===== src/hw/occ_pkg.sv =====
// package: register map, error codes and types of the override command checker
package occ_pkg;

    // ****************************************
    // register map (byte addresses)
    // ****************************************
    localparam logic [7:0] OCC_REG_CMD     = 8'h00;
    localparam logic [7:0] OCC_REG_SPEED   = 8'h04;
    localparam logic [7:0] OCC_REG_MAXSPD  = 8'h08;
    localparam logic [7:0] OCC_REG_CFG     = 8'h0c;
    localparam logic [7:0] OCC_REG_ERR     = 8'h10;
    localparam logic [7:0] OCC_REG_AXIS    = 8'h14;
    localparam logic [7:0] OCC_REG_IRQ_ST  = 8'h18;
    localparam logic [7:0] OCC_REG_IRQ_CLR = 8'h1c;
    localparam logic [7:0] OCC_REG_IRQ_EN  = 8'h20;

    // ****************************************
    // field layout and reset values
    // ****************************************
    localparam int          OCC_CMD_W       = 3;
    localparam int          OCC_ERR_W       = 10;
    localparam int          OCC_ERR_VLD_BIT = 16;
    localparam int          OCC_CFG_SCURVE  = 0;
    localparam int          OCC_IRQ_ACC     = 0;
    localparam int          OCC_IRQ_REJ     = 1;
    localparam int          OCC_IRQ_W       = 2;
    localparam int          OCC_AXIS_W      = 7;
    localparam logic [31:0] OCC_MAXSPD_RST  = 32'hffff_ffff;
    localparam logic [1:0]  OCC_RESP_OKAY   = 2'h0;
    localparam logic [1:0]  OCC_RESP_SLVERR = 2'h2;

    // ****************************************
    // error codes
    // ****************************************
    localparam logic [OCC_ERR_W-1:0] OCC_E_NONE = 10'h000;
    localparam logic [OCC_ERR_W-1:0] OCC_E365   = 10'd365;
    localparam logic [OCC_ERR_W-1:0] OCC_E366   = 10'd366;
    localparam logic [OCC_ERR_W-1:0] OCC_E371   = 10'd371;
    localparam logic [OCC_ERR_W-1:0] OCC_E372   = 10'd372;
    localparam logic [OCC_ERR_W-1:0] OCC_E373   = 10'd373;
    localparam logic [OCC_ERR_W-1:0] OCC_E374   = 10'd374;
    localparam logic [OCC_ERR_W-1:0] OCC_E375   = 10'd375;
    localparam logic [OCC_ERR_W-1:0] OCC_E377   = 10'd377;
    localparam logic [OCC_ERR_W-1:0] OCC_E378   = 10'd378;
    localparam logic [OCC_ERR_W-1:0] OCC_E381   = 10'd381;
    localparam logic [OCC_ERR_W-1:0] OCC_E382   = 10'd382;
    localparam logic [OCC_ERR_W-1:0] OCC_E383   = 10'd383;
    localparam logic [OCC_ERR_W-1:0] OCC_E384   = 10'd384;
    localparam logic [OCC_ERR_W-1:0] OCC_E385   = 10'd385;
    localparam logic [OCC_ERR_W-1:0] OCC_E386   = 10'd386;
    localparam logic [OCC_ERR_W-1:0] OCC_E389   = 10'd389;
    localparam logic [OCC_ERR_W-1:0] OCC_E390   = 10'd390;
    localparam logic [OCC_ERR_W-1:0] OCC_E391   = 10'd391;
    localparam logic [OCC_ERR_W-1:0] OCC_E392   = 10'd392;

    // ****************************************
    // types
    // ****************************************
    typedef enum logic [OCC_CMD_W-1:0] {
        OCC_CMD_NONE,
        OCC_CMD_POS_OVR,
        OCC_CMD_SPD_OVR,
        OCC_CMD_RND_OVR,
        OCC_CMD_CONT
    } occ_cmd_t;

    // axis state as seen by the checker; bit order is the AXIS register layout
    typedef struct packed {
        logic speed_ctrl;
        logic dwell;
        logic decel;
        logic sync_sub;
        logic circ;
        logic lin_sub;
        logic busy;
    } occ_axis_t;

endpackage


===== src/hw/occ_chk_if.sv =====
// interface: command and axis state into the checker, verdict back out
`timescale 1ns/1ps
`default_nettype none
interface occ_chk_if;
    import occ_pkg::*;
    occ_cmd_t               cmd;
    logic [31:0]            speed;
    logic [31:0]            max_speed;
    logic                   scurve;
    occ_axis_t              axis;
    logic [OCC_ERR_W-1:0]   err_code;

    modport top (output cmd, speed, max_speed, scurve, axis, input err_code);
    modport chk (input cmd, speed, max_speed, scurve, axis, output err_code);
endinterface
`default_nettype wire


===== src/hw/occ_check.sv =====
// checker: picks the error code of one command against the axis state
`timescale 1ns/1ps
`default_nettype none
module occ_check
    import occ_pkg::*;
(
    // verdict port
    occ_chk_if.chk c
);

    logic over;

    // lowest code wins when several reasons apply
    always_comb begin
        over       = c.speed > c.max_speed;
        c.err_code = OCC_E_NONE;
        unique case (c.cmd)
            OCC_CMD_POS_OVR: begin
                if (c.axis.circ) c.err_code = OCC_E365;
                else if (c.axis.sync_sub) c.err_code = OCC_E366;
            end
            OCC_CMD_SPD_OVR: begin
                if (!c.axis.busy) c.err_code = OCC_E371;
                else if (over) c.err_code = OCC_E372;
                else if (c.axis.lin_sub) c.err_code = OCC_E373;
                else if (c.axis.circ) c.err_code = OCC_E374;
                else if (c.axis.sync_sub) c.err_code = OCC_E375;
                else if (c.axis.decel) c.err_code = OCC_E377;
                else if (c.scurve) c.err_code = OCC_E378;
            end
            OCC_CMD_RND_OVR: begin
                if (!c.axis.busy) c.err_code = OCC_E381;
                else if (c.axis.speed_ctrl) c.err_code = OCC_E382;
                else if (over) c.err_code = OCC_E383;
                else if (c.axis.lin_sub) c.err_code = OCC_E384;
                else if (c.axis.circ) c.err_code = OCC_E385;
                else if (c.axis.sync_sub) c.err_code = OCC_E386;
                else if (c.scurve) c.err_code = OCC_E389;
            end
            OCC_CMD_CONT: begin
                if (c.scurve) c.err_code = OCC_E390;
                else if (!c.axis.busy) c.err_code = OCC_E391;
                else if (!c.axis.dwell) c.err_code = OCC_E392;
            end
            default: c.err_code = OCC_E_NONE;
        endcase
    end

endmodule
`default_nettype wire


===== src/hw/occ_top.sv =====
// top: axi4-lite register file and command gate of the override command checker
//
// Notes on behaviour
// - position override on a circular-interpolation axis is refused with 365.
// - position override on a synchronous-start subordinate axis is refused with 366.
// - speed override on a stopped axis is refused with 371.
// - speed override above maximum speed is refused with 372; equal is fine.
// - speed override on a linear-interpolation subordinate is refused with 373.
// - speed override on a circular-interpolation axis is refused with 374.
// - speed override on a synchronous-start subordinate is refused with 375.
// - speed override during deceleration is refused with 377.
// - speed override with S-curve profile is refused with 378.
// - random-position speed override on a stopped axis is refused with 381.
// - random-position speed override under speed control is refused with 382.
// - random-position speed override above maximum speed is refused with 383.
// - random-position override: linear sub 384, circular 385, sync sub 386.
// - random-position speed override with S-curve profile is refused with 389.
// - continuous operation with S-curve profile is refused with 390.
// - continuous operation on a stopped axis is refused with 391.
// - continuous operation outside dwell is refused with 392.
//
// The register addresses and register access over AXI4-Lite were chosen for this implementation.
`timescale 1ns/1ps
`default_nettype none
module occ_top
    import occ_pkg::*;
(
    // clock and reset
    input  wire logic        aclk,
    input  wire logic        aresetn,
    // axi4-lite write address
    input  wire logic [7:0]  s_axi_awaddr,
    input  wire logic        s_axi_awvalid,
    output logic             s_axi_awready,
    // axi4-lite write data
    input  wire logic [31:0] s_axi_wdata,
    input  wire logic [3:0]  s_axi_wstrb,
    input  wire logic        s_axi_wvalid,
    output logic             s_axi_wready,
    // axi4-lite write response
    output logic [1:0]       s_axi_bresp,
    output logic             s_axi_bvalid,
    input  wire logic        s_axi_bready,
    // axi4-lite read address
    input  wire logic [7:0]  s_axi_araddr,
    input  wire logic        s_axi_arvalid,
    output logic             s_axi_arready,
    // axi4-lite read data
    output logic [31:0]      s_axi_rdata,
    output logic [1:0]       s_axi_rresp,
    output logic             s_axi_rvalid,
    input  wire logic        s_axi_rready,
    // axis state from the motion engine
    input  wire logic        axis_busy,
    input  wire logic        axis_decel,
    input  wire logic        axis_dwell,
    input  wire logic        axis_speed_ctrl,
    input  wire logic        axis_lin_sub,
    input  wire logic        axis_circ,
    input  wire logic        axis_sync_sub,
    // accepted command towards the motion engine
    output logic             cmd_valid,
    output logic [2:0]       cmd_type,
    output logic [31:0]      cmd_speed,
    // interrupt
    output logic             irq
);

    // ****************************************
    // state
    // ****************************************
    typedef struct packed {
        logic                 aw_have;
        logic [7:0]           aw_addr;
        logic                 w_have;
        logic [31:0]          w_data;
        logic [3:0]           w_strb;
        logic                 bvalid;
        logic [1:0]           bresp;
        logic                 rvalid;
        logic [31:0]          rdata;
        logic [1:0]           rresp;
        logic [31:0]          speed;
        logic [31:0]          max_speed;
        logic                 scurve;
        logic                 err_vld;
        logic [OCC_ERR_W-1:0] err_code;
        logic [OCC_IRQ_W-1:0] irq_st;
        logic [OCC_IRQ_W-1:0] irq_en;
        logic                 cmd_valid;
        logic [OCC_CMD_W-1:0] cmd_type;
        logic [31:0]          cmd_speed;
    } occ_state_t;

    localparam occ_state_t OCC_STATE_RST = '{
        max_speed: OCC_MAXSPD_RST,
        default:   '0
    };

    occ_state_t q;
    occ_state_t d;

    // ****************************************
    // checker
    // ****************************************
    occ_chk_if chk ();
    occ_axis_t  axis;
    occ_cmd_t   new_cmd;
    logic       do_write;
    logic       cmd_write;

    assign axis.busy       = axis_busy;
    assign axis.decel      = axis_decel;
    assign axis.dwell      = axis_dwell;
    assign axis.speed_ctrl = axis_speed_ctrl;
    assign axis.lin_sub    = axis_lin_sub;
    assign axis.circ       = axis_circ;
    assign axis.sync_sub   = axis_sync_sub;

    assign do_write  = q.aw_have && q.w_have && !q.bvalid;
    assign cmd_write = do_write && (q.aw_addr == OCC_REG_CMD) && q.w_strb[0];

    // codes beyond the last command are treated as no command
    always_comb begin
        if (q.w_data[OCC_CMD_W-1:0] > OCC_CMD_CONT) begin
            new_cmd = OCC_CMD_NONE;
        end else begin
            new_cmd = occ_cmd_t'(q.w_data[OCC_CMD_W-1:0]);
        end
    end

    assign chk.cmd       = cmd_write ? new_cmd : OCC_CMD_NONE;
    assign chk.speed     = q.speed;
    assign chk.max_speed = q.max_speed;
    assign chk.scurve    = q.scurve;
    assign chk.axis      = axis;

    occ_check u_check (
        .c (chk.chk)
    );

    // ****************************************
    // helpers
    // ****************************************
    function automatic logic [31:0] merge(input logic [31:0] old, input logic [31:0] val,
                                          input logic [3:0] strb);
        logic [31:0] r;
        r = old;
        for (int i = 0; i < 4; i++) begin
            if (strb[i]) r[8*i +: 8] = val[8*i +: 8];
        end
        return r;
    endfunction

    // ****************************************
    // next state
    // ****************************************
    logic [OCC_IRQ_W-1:0] ev;
    logic                 hit;

    always_comb begin
        d           = q;
        ev          = '0;
        hit         = 1'b1;
        d.cmd_valid = 1'b0;

        // address and data are taken in either order and held until the write is done
        if (s_axi_awvalid && s_axi_awready) begin
            d.aw_have = 1'b1;
            d.aw_addr = s_axi_awaddr;
        end
        if (s_axi_wvalid && s_axi_wready) begin
            d.w_have = 1'b1;
            d.w_data = s_axi_wdata;
            d.w_strb = s_axi_wstrb;
        end
        if (q.bvalid && s_axi_bready) begin
            d.bvalid = 1'b0;
        end

        if (do_write) begin
            d.aw_have = 1'b0;
            d.w_have  = 1'b0;
            d.bvalid  = 1'b1;
            unique case (q.aw_addr)
                OCC_REG_CMD: begin
                    // a refused command never reaches the motion engine
                    if (new_cmd != OCC_CMD_NONE && q.w_strb[0]) begin
                        if (chk.err_code == OCC_E_NONE) begin
                            d.cmd_valid = 1'b1;
                            d.cmd_type  = new_cmd;
                            d.cmd_speed = q.speed;
                            d.err_vld   = 1'b0;
                            d.err_code  = OCC_E_NONE;
                            ev[OCC_IRQ_ACC] = 1'b1;
                        end else begin
                            d.err_vld   = 1'b1;
                            d.err_code  = chk.err_code;
                            ev[OCC_IRQ_REJ] = 1'b1;
                        end
                    end
                end
                OCC_REG_SPEED:  d.speed     = merge(q.speed, q.w_data, q.w_strb);
                OCC_REG_MAXSPD: d.max_speed = merge(q.max_speed, q.w_data, q.w_strb);
                OCC_REG_CFG: begin
                    if (q.w_strb[0]) d.scurve = q.w_data[OCC_CFG_SCURVE];
                end
                OCC_REG_IRQ_CLR: begin
                    if (q.w_strb[0]) d.irq_st = q.irq_st & ~q.w_data[OCC_IRQ_W-1:0];
                end
                OCC_REG_IRQ_EN: begin
                    if (q.w_strb[0]) d.irq_en = q.w_data[OCC_IRQ_W-1:0];
                end
                OCC_REG_ERR, OCC_REG_AXIS, OCC_REG_IRQ_ST: hit = 1'b1;
                default: hit = 1'b0;
            endcase
            d.bresp = hit ? OCC_RESP_OKAY : OCC_RESP_SLVERR;
        end

        // set wins over a clear in the same cycle
        d.irq_st = d.irq_st | ev;

        if (q.rvalid && s_axi_rready) begin
            d.rvalid = 1'b0;
        end
        if (s_axi_arvalid && s_axi_arready) begin
            d.rvalid = 1'b1;
            d.rresp  = OCC_RESP_OKAY;
            d.rdata  = '0;
            unique case (s_axi_araddr)
                OCC_REG_SPEED:  d.rdata = q.speed;
                OCC_REG_MAXSPD: d.rdata = q.max_speed;
                OCC_REG_CFG:    d.rdata[OCC_CFG_SCURVE] = q.scurve;
                OCC_REG_ERR: begin
                    d.rdata[OCC_ERR_W-1:0]  = q.err_code;
                    d.rdata[OCC_ERR_VLD_BIT] = q.err_vld;
                end
                OCC_REG_AXIS:   d.rdata[OCC_AXIS_W-1:0] = axis;
                OCC_REG_IRQ_ST: d.rdata[OCC_IRQ_W-1:0]  = q.irq_st;
                OCC_REG_IRQ_EN: d.rdata[OCC_IRQ_W-1:0]  = q.irq_en;
                // command and clear registers are write-only and read as zero
                OCC_REG_CMD, OCC_REG_IRQ_CLR: d.rdata = '0;
                default: d.rresp = OCC_RESP_SLVERR;
            endcase
        end
    end

    always_ff @(posedge aclk) begin
        if (!aresetn) begin
            q <= OCC_STATE_RST;
        end else begin
            q <= d;
        end
    end

    // ****************************************
    // outputs
    // ****************************************
    assign s_axi_awready = !q.aw_have;
    assign s_axi_wready  = !q.w_have;
    assign s_axi_bvalid  = q.bvalid;
    assign s_axi_bresp   = q.bresp;
    assign s_axi_arready = !q.rvalid;
    assign s_axi_rvalid  = q.rvalid;
    assign s_axi_rdata   = q.rdata;
    assign s_axi_rresp   = q.rresp;
    assign cmd_valid     = q.cmd_valid;
    assign cmd_type      = q.cmd_type;
    assign cmd_speed     = q.cmd_speed;
    assign irq           = |(q.irq_st & q.irq_en);

endmodule
`default_nettype wire


===== config.mk =====
export PLATFORM = sky130hd
export DESIGN_NAME = occ_top
export DESIGN_NICKNAME = d
export VERILOG_FILES = /design/src/hw/occ_pkg.sv /design/src/hw/occ_chk_if.sv /design/src/hw/occ_check.sv /design/src/hw/occ_top.sv
export SDC_FILE = /design/constraint.sdc
export NUM_CORES = 1
export LEC_CHECK = 0
export BUFFER_PORTS_ARGS = -buffer_cell sky130_fd_sc_hd__buf_4
export CORE_MARGIN = 2
export CORE_UTILIZATION = 52
export CTS_CLUSTER_DIAMETER = 200
export DETAILED_ROUTE_END_ITERATION = 8
export GPL_ROUTABILITY_DRIVEN = 0
export HOLD_SLACK_MARGIN = 0.06
export MAX_ROUTING_LAYER = met4
export PLACE_DENSITY = 0.77
export SLEW_MARGIN = 20
export SYNTH_ARGS = -nofsm -noshare
export SYNTH_HDL_FRONTEND = slang
export SYNTH_HIERARCHICAL = 1
export SYNTH_SLANG_ARGS = --single-unit

===== constraint.sdc =====
create_clock -name aclk -period 4 [get_ports aclk]
set_clock_uncertainty 0.1 [all_clocks]
set_input_delay 0.2 -clock aclk [delete_from_list [all_inputs] [get_ports aclk]]
set_output_delay 0.2 -clock aclk [all_outputs]
set_load 0.01 [all_outputs]

==> impl_metrics.toml, run 1 <==
[place]
post-place-ws_ps = 243.4
io_buffer_count = 141
dp_hpwl_um = 18260
place_area_um2 = 10490

[power_and_ir_drop]
swShare_pct = 26.07
p_leak_nw = 4.748
p_seq_share_pct = 49.6
power.net_switching_w = 0.001074
p_per_area_nw_per_um2 = 349.1
p_comb_share_pct = 8.2
peakVddDrop_uv = 275.3
power.internal_w = 0.003045
clock_power_share_pct = 42.1

[sta]
slew_headroom_pct = 35.59
setup_viol = 37
max_freq_mhz = 244.7
setup_ws_ps = -86.95
finalCriticalPeriod_ps = 4087
worst_pin_slew_ps = 962.8
slew_violations = 0
hold_viol_final = 0
fin_crit_sh_pct = 102.2

[grt]
grt_pass1_wl_um = 42030
grt.overflow.total = 0
grt_usage_pct = 26.96
grt_antenna_before_repair = 0
grt_max_degree = 85
grt_pass1_vias = 7925

[finish]
fill_cells = 1632
num_antenna_cells = 0
mostFrequentLayoutCells = "196 x dfxtp_1, 164 x buf_4, 155 x nand2_1"
final_common_cell = "dfxtp_1"
drive_gt1_share_pct = 18.24
fin_area_um2 = 11800
fin_nets = 1384
seqCellArea_um2 = 3966
area_delta_synth_final_pct = 19.81
multi_input_area_um2 = 4966

[synthesis]
netlist.area_leader.share_pct = 40.25
synth-compound-area-share_pct = 18.89
async_reset_ff_share_pct = 0
ys_seq_area_share_pct = 40.25
ys.flop_type = "dfxtp_1"
synth-simple-area-share_pct = 20.56
yosysTopAreaCell = "dfxtp_1"
syn_inst = 1212
synth_enable_flop_cells = 0
yosys-mux-area-fraction_pct = 5.006
syn_area_per_cell_um2 = 8.126
yosys-top-cells-area = "dfxtp_1 40%, nand2_1 5.9%, buf_4 5.9%"
synth.distinct_cells = 63
synth_adder_area_share_pct = 4.066
synth_top_family_by_area = "simple AND/OR/NAND/NOR gates"
syn-cell-area_um2 = 9848
synth-xor-area-share_pct = 0.2668
ys_ff_latch = 198
yosys_warnings = 6

[critical_path]
worstSetupStartpointType = "flop"
worstPathRequired_ps = 4270
crit_type = "flop to flop"
crit_arrival_ps = 4360
critPathMaxFanout = 18
cp-end-kind = "flop"

[run]
maxCapViolCount = 0

[floorplanning]
core_um2 = 18640
die_h_um = 141.6
row_count = 50
ioPinCount = 144
die-width_um = 141.6
start_util_pct = 52.83
dieArea_um2 = 20060

[run_status]
violations = "setup timing"
status = "complete, but fails checks"

[clock_network]
insertion_delay_ps = 440
numCtsBuffers = 17
cts_root_buf = "clkbuf_16"
clkSlewWorstSetupHoldPaths_ps = 80
clock_path_buffers = 2
tritoncts = "built"
cts.sinks = 198
htree_levels = 4

[drt]
firstDrtPassIters = 6
remaining_drc_errors = 0
wire_per_inst_um = 17.57
ant_nets = 0
vias = 9065
dr.first_iter.drc_count = 1361
wirelength_um = 26940
via_per_inst = 5.913

[hold_path]
hold_path_class = "input pin to flop"
metrics by stage:
stage               TNS (ps)  util, %  total power, W  hold slack [ps]  std cells
finish                 -1636    63.29        0.004119            130.3       1533
global placement           0    56.28        0.002376            313.6       1444
detailed placement         0    56.28        0.002380            323.1       1444
floorplan                  0        -        0.002261            215.8       1213
global route           -4621    63.29        0.004243            142.9       1533
CTS                        0    62.23        0.004123            104.6       1526
routing by layer:
layer  up-vias  track usage, %  share of wire (%)
met5         -               -                  0
met1      4220           40.89                 46
met4         0           8.474                2.4
met2       446           36.25                 42
li1       4338               -                  -
met3        61           4.354                9.4
cell families after synthesis:
logic type	after synthesis
AOI/OAI and AO/OA	304
xor gates and xnor gates	3
adders and majority gates	32
buffers and inverters	208
DFF	198
muxes	49
other	2
and+or+nand+nor	416
sequential cells by signal, indices dropped and copies added (netlist names), 3 cells and up:
register,count
cmd_speed,32
cmd_type,3
chk.max_speed,32
q,61
s_axi_rdata,32
chk.speed,32
area by class of cell:
class / count / area share (%)
multi-input combinational: 807 / 42.09
sequential: 198 / 33.62
timing repair buffer: 218 / 15.25
clock buffer: 17 / 3.606
tap: 234 / 2.481
clock inverter: 15 / 1.548
inverter: 44 / 1.410
Yosys cell counts (all sizes together) (4+ instances only):
cell     instances
a2111oi          5
a21oi          117
a22o             4
a22oi           26
a2bb2oi         22
a32o             5
and2             5
and4             4
buf             93
clkbuf          71
dfxtp          198
ha              32
inv             44
mux2i           47
nand2          156
nand2b           8
nand3          110
nand3b          12
nand4           14
nor2            50
nor2b           13
nor3             8
nor3b            4
nor4             7
o21a             4
o21ai           95
o2bb2ai          4
or3              7
or4              4
what timing repair did:
action                                  4_1_cts  5_1_grt
endpoints found under the setup margin        0       37
gates resized for setup                       0       24
hold buffers                                 50        0
endpoints found under the hold margin        52        0
setup buffers                                 0        6
path summary, 6_finish.rpt:
check	from	endpoint	slack, ps	cells past startpoint
max reg2reg	chk.max_speed[1]	cmd_speed[22]	-90	15
max	chk.max_speed[1]	cmd_speed[22]	-90	15
min	s_axi_araddr[4]	s_axi_rresp[1]	130	3
min reg2reg	cmd_speed[2]	cmd_speed[2]	360	2
power by group through the flow:
stage	Sequential [W]	Combinational [W]	Clock (W)
after detailed placement	0.00209	0.000292	0
after CTS	0.00204	0.000330	0.00175
final	0.00204	0.000339	0.00174
after floorplan	0.00207	0.000192	0
after global routing	0.00205	0.000371	0.00182
after global placement	0.00209	0.000289	0
critical path, cell delays in order (launching register included):
cell and delay (ps):
dfxtp_2 370, inv_2 50, ha_4 260, nor2b_4 120
o211ai_1 120, a2111oi_2 400, o31ai_1 150, a21oi_2 500
nand2b_4 290, o311ai_4 110, nor4_2 450, nand3_1 220
nor3_4 240, buf_4 160, buf_6 250, mux2i_1 210
Power figures use the tool's default switching activity.
==> run 2: changes to the inputs <==
- clock period: 4 -> 3.72 ns (I/O delays scaled with it)
==> impl_metrics.toml, run 2 (same netlist as run 1, synthesis figures left out) <==
[finish]
fin_cells = 1574
num_antenna_cells = 0
largest_reg_flops = 61
fin_nets = 1425
area_delta_synth_final_pct = 26.31
mostFrequentLayoutCells = "201 x buf_4, 172 x dfxtp_1, 154 x nand2_1"
top_register = "q"
final_common_cell = "buf_4"
drive_gt1_share_pct = 24.33

[power_and_ir_drop]
peakVddDrop_uv = 318.1
p_leak_nw = 4.935
finalPower_w = 0.004442
p_per_area_nw_per_um2 = 357.1

[hold_path]
hold_path_class = "input pin to flop"
min_to = "cmd_speed[10]"
hp-start = "aresetn"
hold_depth = 3

[drt]
ant_nets = 0
vias = 9480
remaining_drc_errors = 0
dr.first_iter.drc_count = 1372
firstDrtPassIters = 5
wirelength_um = 29660
via_per_inst = 6.023
wire_per_inst_um = 18.84

[sta]
setup_ws_ps = -21.38
max_freq_mhz = 267.3
slew_violations = 0
finalCriticalPeriod_ps = 3741
worst_pin_slew_ps = 952.7
fin_crit_sh_pct = 100.6
hold_viol_final = 0
slew_headroom_pct = 36.03
finalSetupTns_ps = -21.38
setup_viol = 1
grt_setup_unrepaired = "yes"

[critical_path]
path_buf_inv = 2
path_cells = "inv_1, ha_4, nand4_1, nor2_1, a221o_1, o31ai_4, a21oi_4, o311ai_2, o311ai_4, nor4_4, nand3_2, buf_6, or4_1, a32o_1"
cp-end-kind = "flop"
max_stage_delay_ps = 390
crit_type = "flop to flop"
worstPathRequired_ps = 3960
worstSetupStartpointType = "flop"
rr_startpoint = "chk.max_speed[14]"
crit_family = "compound AO/OA/AOI/OAI gates"
rrSetupSlack_ps = -20
critPathMaxFanout = 6
crit_arrival_ps = 3980
cpMaxStageDelayCell = "or4_1"
rr_worst_depth = 14
r2r-end = "cmd_type[2]"

[place]
io_buffer_count = 141
post-place-ws_ps = -42.51
dpl.cell_count = 1473
dp_hpwl_um = 18920

[floorplanning]
dieArea_um2 = 20060
core_um2 = 18640
die_h_um = 141.6
row_count = 50
die-width_um = 141.6
ioPinCount = 144
start_util_pct = 52.83

[clock_network]
clock_path_buffers = 2
htree_levels = 4
cts_root_buf = "clkbuf_16"
cts.sinks = 198
tritoncts = "built"
clkSlewWorstSetupHoldPaths_ps = 80
insertion_delay_ps = 440
numCtsBuffers = 17

[grt]
grt_antenna_before_repair = 0
grt_usage_pct = 28.97
grt.overflow.total = 0
grt_pass1_vias = 8496
grt_max_degree = 84
grt_pass1_wl_um = 45000

[run_status]
status = "complete, but fails checks"
violations = "setup timing"

[run]
maxCapViolCount = 0
==> run 2: cell count changes in the layout (fill, tap and decap cells not counted), sizes merged <==
cell,before,now
buf,167,207
clkbuf,18,21
clkinv,7,6
inv,49,48
==> run 2: cell type report <==
cell class | count | area, um^2
clock buffers | 19 | 452.9
repair buffers | 259 | 2161
well taps | 234 | 292.8
multi-input cells | 807 | 5224
clock inverters | 13 | 141.4
inverters | 44 | 166.4
fillers | 1508 | 6203
flip-flops and latches | 198 | 4001
==> run 2: worst max path at each step <==
stage / from / end / slack (ps) / cells past startpoint
final: chk.max_speed[14] / cmd_type[2] / -20 / 14
after floorplan: q[197] / cmd_speed[10] / 200 / 16
after global placement: chk.max_speed[1] / cmd_type[2] / 90 / 13
after detailed placement: chk.max_speed[27] / cmd_speed[26] / -40 / 13
after global routing: q[192] / cmd_type[2] / -140 / 14
after CTS: chk.max_speed[12] / cmd_type[2] / 0.1 / 14
==> run 2: tightest hold or removal path, delay by kind of cell <==
family / cells / cell delay, ps
buf+inv: 1 / 230
mux: 1 / 50
simple gates: 1 / 110
==> run 2: timing repair <==
action	in CTS	in global routing
endpoints found under the setup margin	35	37
endpoints found under the hold margin	52	0
cloned	1	3
buffers inserted	6	9
resized for setup	17	66
pin swaps	9	21
hold buffers	50	0
==> run 2: per-stage QoR <==
stage | cell area (um^2) | util [%] | hold slack (ps)
CTS | 11980 | 64.23 | 73.29
finish | 12440 | 66.72 | 88.25
global route | 12440 | 66.72 | 99.61
floorplan | 9857 | - | 201.8
detailed placement | 10720 | 57.48 | 302.3
global placement | 10720 | 57.48 | 300.3
==> run 2: power by group <==
part           internal (W)  leakage, nW  total (W)  switching [W]
registers           0.00215         1.60    0.00220      0.0000442
clock network      0.000983        0.287    0.00186       0.000879
logic              0.000164         3.05   0.000384       0.000221
total               0.00330         4.94    0.00444        0.00114
==> run 2: layer usage <==
metal	share of wire [%]	global-route usage, %	up-vias	routed length [um]
met4	2.1	8.000	0	631
li1	-	-	4418	-
met1	45	41.71	4461	13290
met2	43	40.32	541	12810
met5	0	-	-	0
met3	9.9	7.189	60	2925
==> run 3: changes to the inputs <==
- CORE_ASPECT_RATIO: unset -> 0.7
==> impl_metrics.toml, run 3 (same netlist as run 1, synthesis figures left out) <==
[critical_path]
cp-startpoint = "chk.speed[13]"
r2r-end = "cmd_type[2]"
worstSetupStartpointType = "flop"
crit_path_end = "cmd_type[2]"
crit_arrival_ps = 3990
max_stage_delay_ps = 450
cp-end-kind = "flop"
path_cells = "ha_4, nand4_1, nor2_1, a221o_1, o31ai_4, a21oi_4, o41ai_4, nand2_2, nor4_2, nand3_1, buf_4, or4_1, a32o_1"
cpMaxStageDelayCell = "o41ai_4"
rr_startpoint = "chk.speed[13]"
crit_type = "flop to flop"
rrSetupSlack_ps = -40
worstPathRequired_ps = 3960
rr_worst_depth = 13
critPathMaxFanout = 8

[power_and_ir_drop]
p_leak_nw = 4.844
p_per_area_nw_per_um2 = 361.0
peakVddDrop_uv = 262.7

[run]
maxCapViolCount = 0

[sta]
slew_headroom_pct = 30.91
slew_violations = 0
worst_pin_slew_ps = 1029
max_freq_mhz = 266.1
hold_viol_final = 0
finalCriticalPeriod_ps = 3758
grt_setup_unrepaired = "yes"
setup_viol = 1
setup_ws_ps = -37.91
fin_hold_ws_ps = 105.8
finalSetupTns_ps = -37.91
fin_crit_sh_pct = 101.0

[finish]
top_register = "q"
final_common_cell = "buf_4"
fin_cells = 1576
mostFrequentLayoutCells = "195 x buf_4, 170 x dfxtp_1, 154 x nand2_1"
drive_gt1_share_pct = 23.91
fin_nets = 1419
num_antenna_cells = 0
largest_reg_flops = 61
area_delta_synth_final_pct = 25.27

[floorplanning]
start_util_pct = 52.64
core_um2 = 18710
row_count = 42
ioPinCount = 144
die-width_um = 168.5
die_h_um = 119.1
dieArea_um2 = 20070

[clock_network]
htree_levels = 4
insertion_delay_ps = 440
cts.sinks = 198
numCtsBuffers = 17
clkSlewWorstSetupHoldPaths_ps = 70
tritoncts = "built"
clock_path_buffers = 2
cts_root_buf = "clkbuf_16"

[grt]
grtUsageMet2_pct = 37.50
grt_pass1_wl_um = 45830
grt_use_met1_pct = 47.04
grt_antenna_before_repair = 0
grt_use_met3_pct = 6.946
grt.busiest_layer = "met1"
grt.overflow.total = 0
grt_max_degree = 77
grt_pass1_vias = 8266
grt_usage_pct = 29.88

[drt]
vias = 9556
wire_per_inst_um = 19.56
wirelength_um = 30830
dr.first_iter.drc_count = 1526
ant_nets = 0
remaining_drc_errors = 0
firstDrtPassIters = 8
via_per_inst = 6.063

[run_status]
violations = "setup timing"
status = "complete, but fails checks"

[place]
io_buffer_count = 141
dpl.cell_count = 1481
post-place-ws_ps = 64.20
dp_hpwl_um = 20260

[hold_path]
hold_path_class = "input pin to flop"
==> run 3: worst min-delay path by stage <==
stage | depth (start not counted) | to | start | slack, ps
floorplan | 2 | q[190] | s_axi_wvalid | 200
global placement | 3 | q[199] | s_axi_awvalid | 300
detailed placement | 3 | q[199] | s_axi_awvalid | 310
CTS | 4 | q[41] | axis_lin_sub | 80
global route | 4 | q[41] | axis_lin_sub | 120
finish | 4 | q[41] | axis_lin_sub | 110
==> run 3: final cells by class <==
class | instances | area [um^2]
clock inverters | 10 | 121.4
inverters | 44 | 166.4
well taps | 242 | 302.8
flip-flops and latches | 198 | 3999
multi-input cells | 807 | 5155
fillers | 1533 | 6371
repair buffers | 253 | 2118
clock buffers | 22 | 474.2
==> run 3: metal layers <==
layer	wire, um	vias to the layer above
met1	13970	4397
met2	12060	691
li1	-	4401
met3	4249	67
met5	0	-
met4	554	0
==> run 3: critical path, delay by kind of cell (launching register included) <==
family                     cells  cell delay [ps]
AOI/OAI and AO/OA              5             1400
and+or+nand+nor                6             1360
DFF                            1              400
adders and majority gates      1              220
buffers and inverters          1              190
==> run 3: timing repair <==
item	4_1_cts	5_1_grt
endpoints found under the hold margin	52	0
resized for setup	0	79
buffers inserted	0	8
setup endpoints to repair	0	38
hold buffers	51	0
==> run 3: metrics by stage <==
step / cell area, um^2 / power (W) / util, %
global route: 12340 / 0.004592 / 65.94
CTS: 11830 / 0.004449 / 63.24
detailed placement: 10730 / 0.002572 / 57.33
finish: 12340 / 0.004454 / 65.94
floorplan: 9857 / 0.002431 / -
global placement: 10730 / 0.002566 / 57.33
==> run 3: power breakdown <==
part	total (W)	switching (W)	internal [W]	leakage (nW)
combinational	0.000380	0.000219	0.000161	2.95
sequential	0.00221	0.0000515	0.00215	1.60
clock	0.00187	0.000819	0.00105	0.291
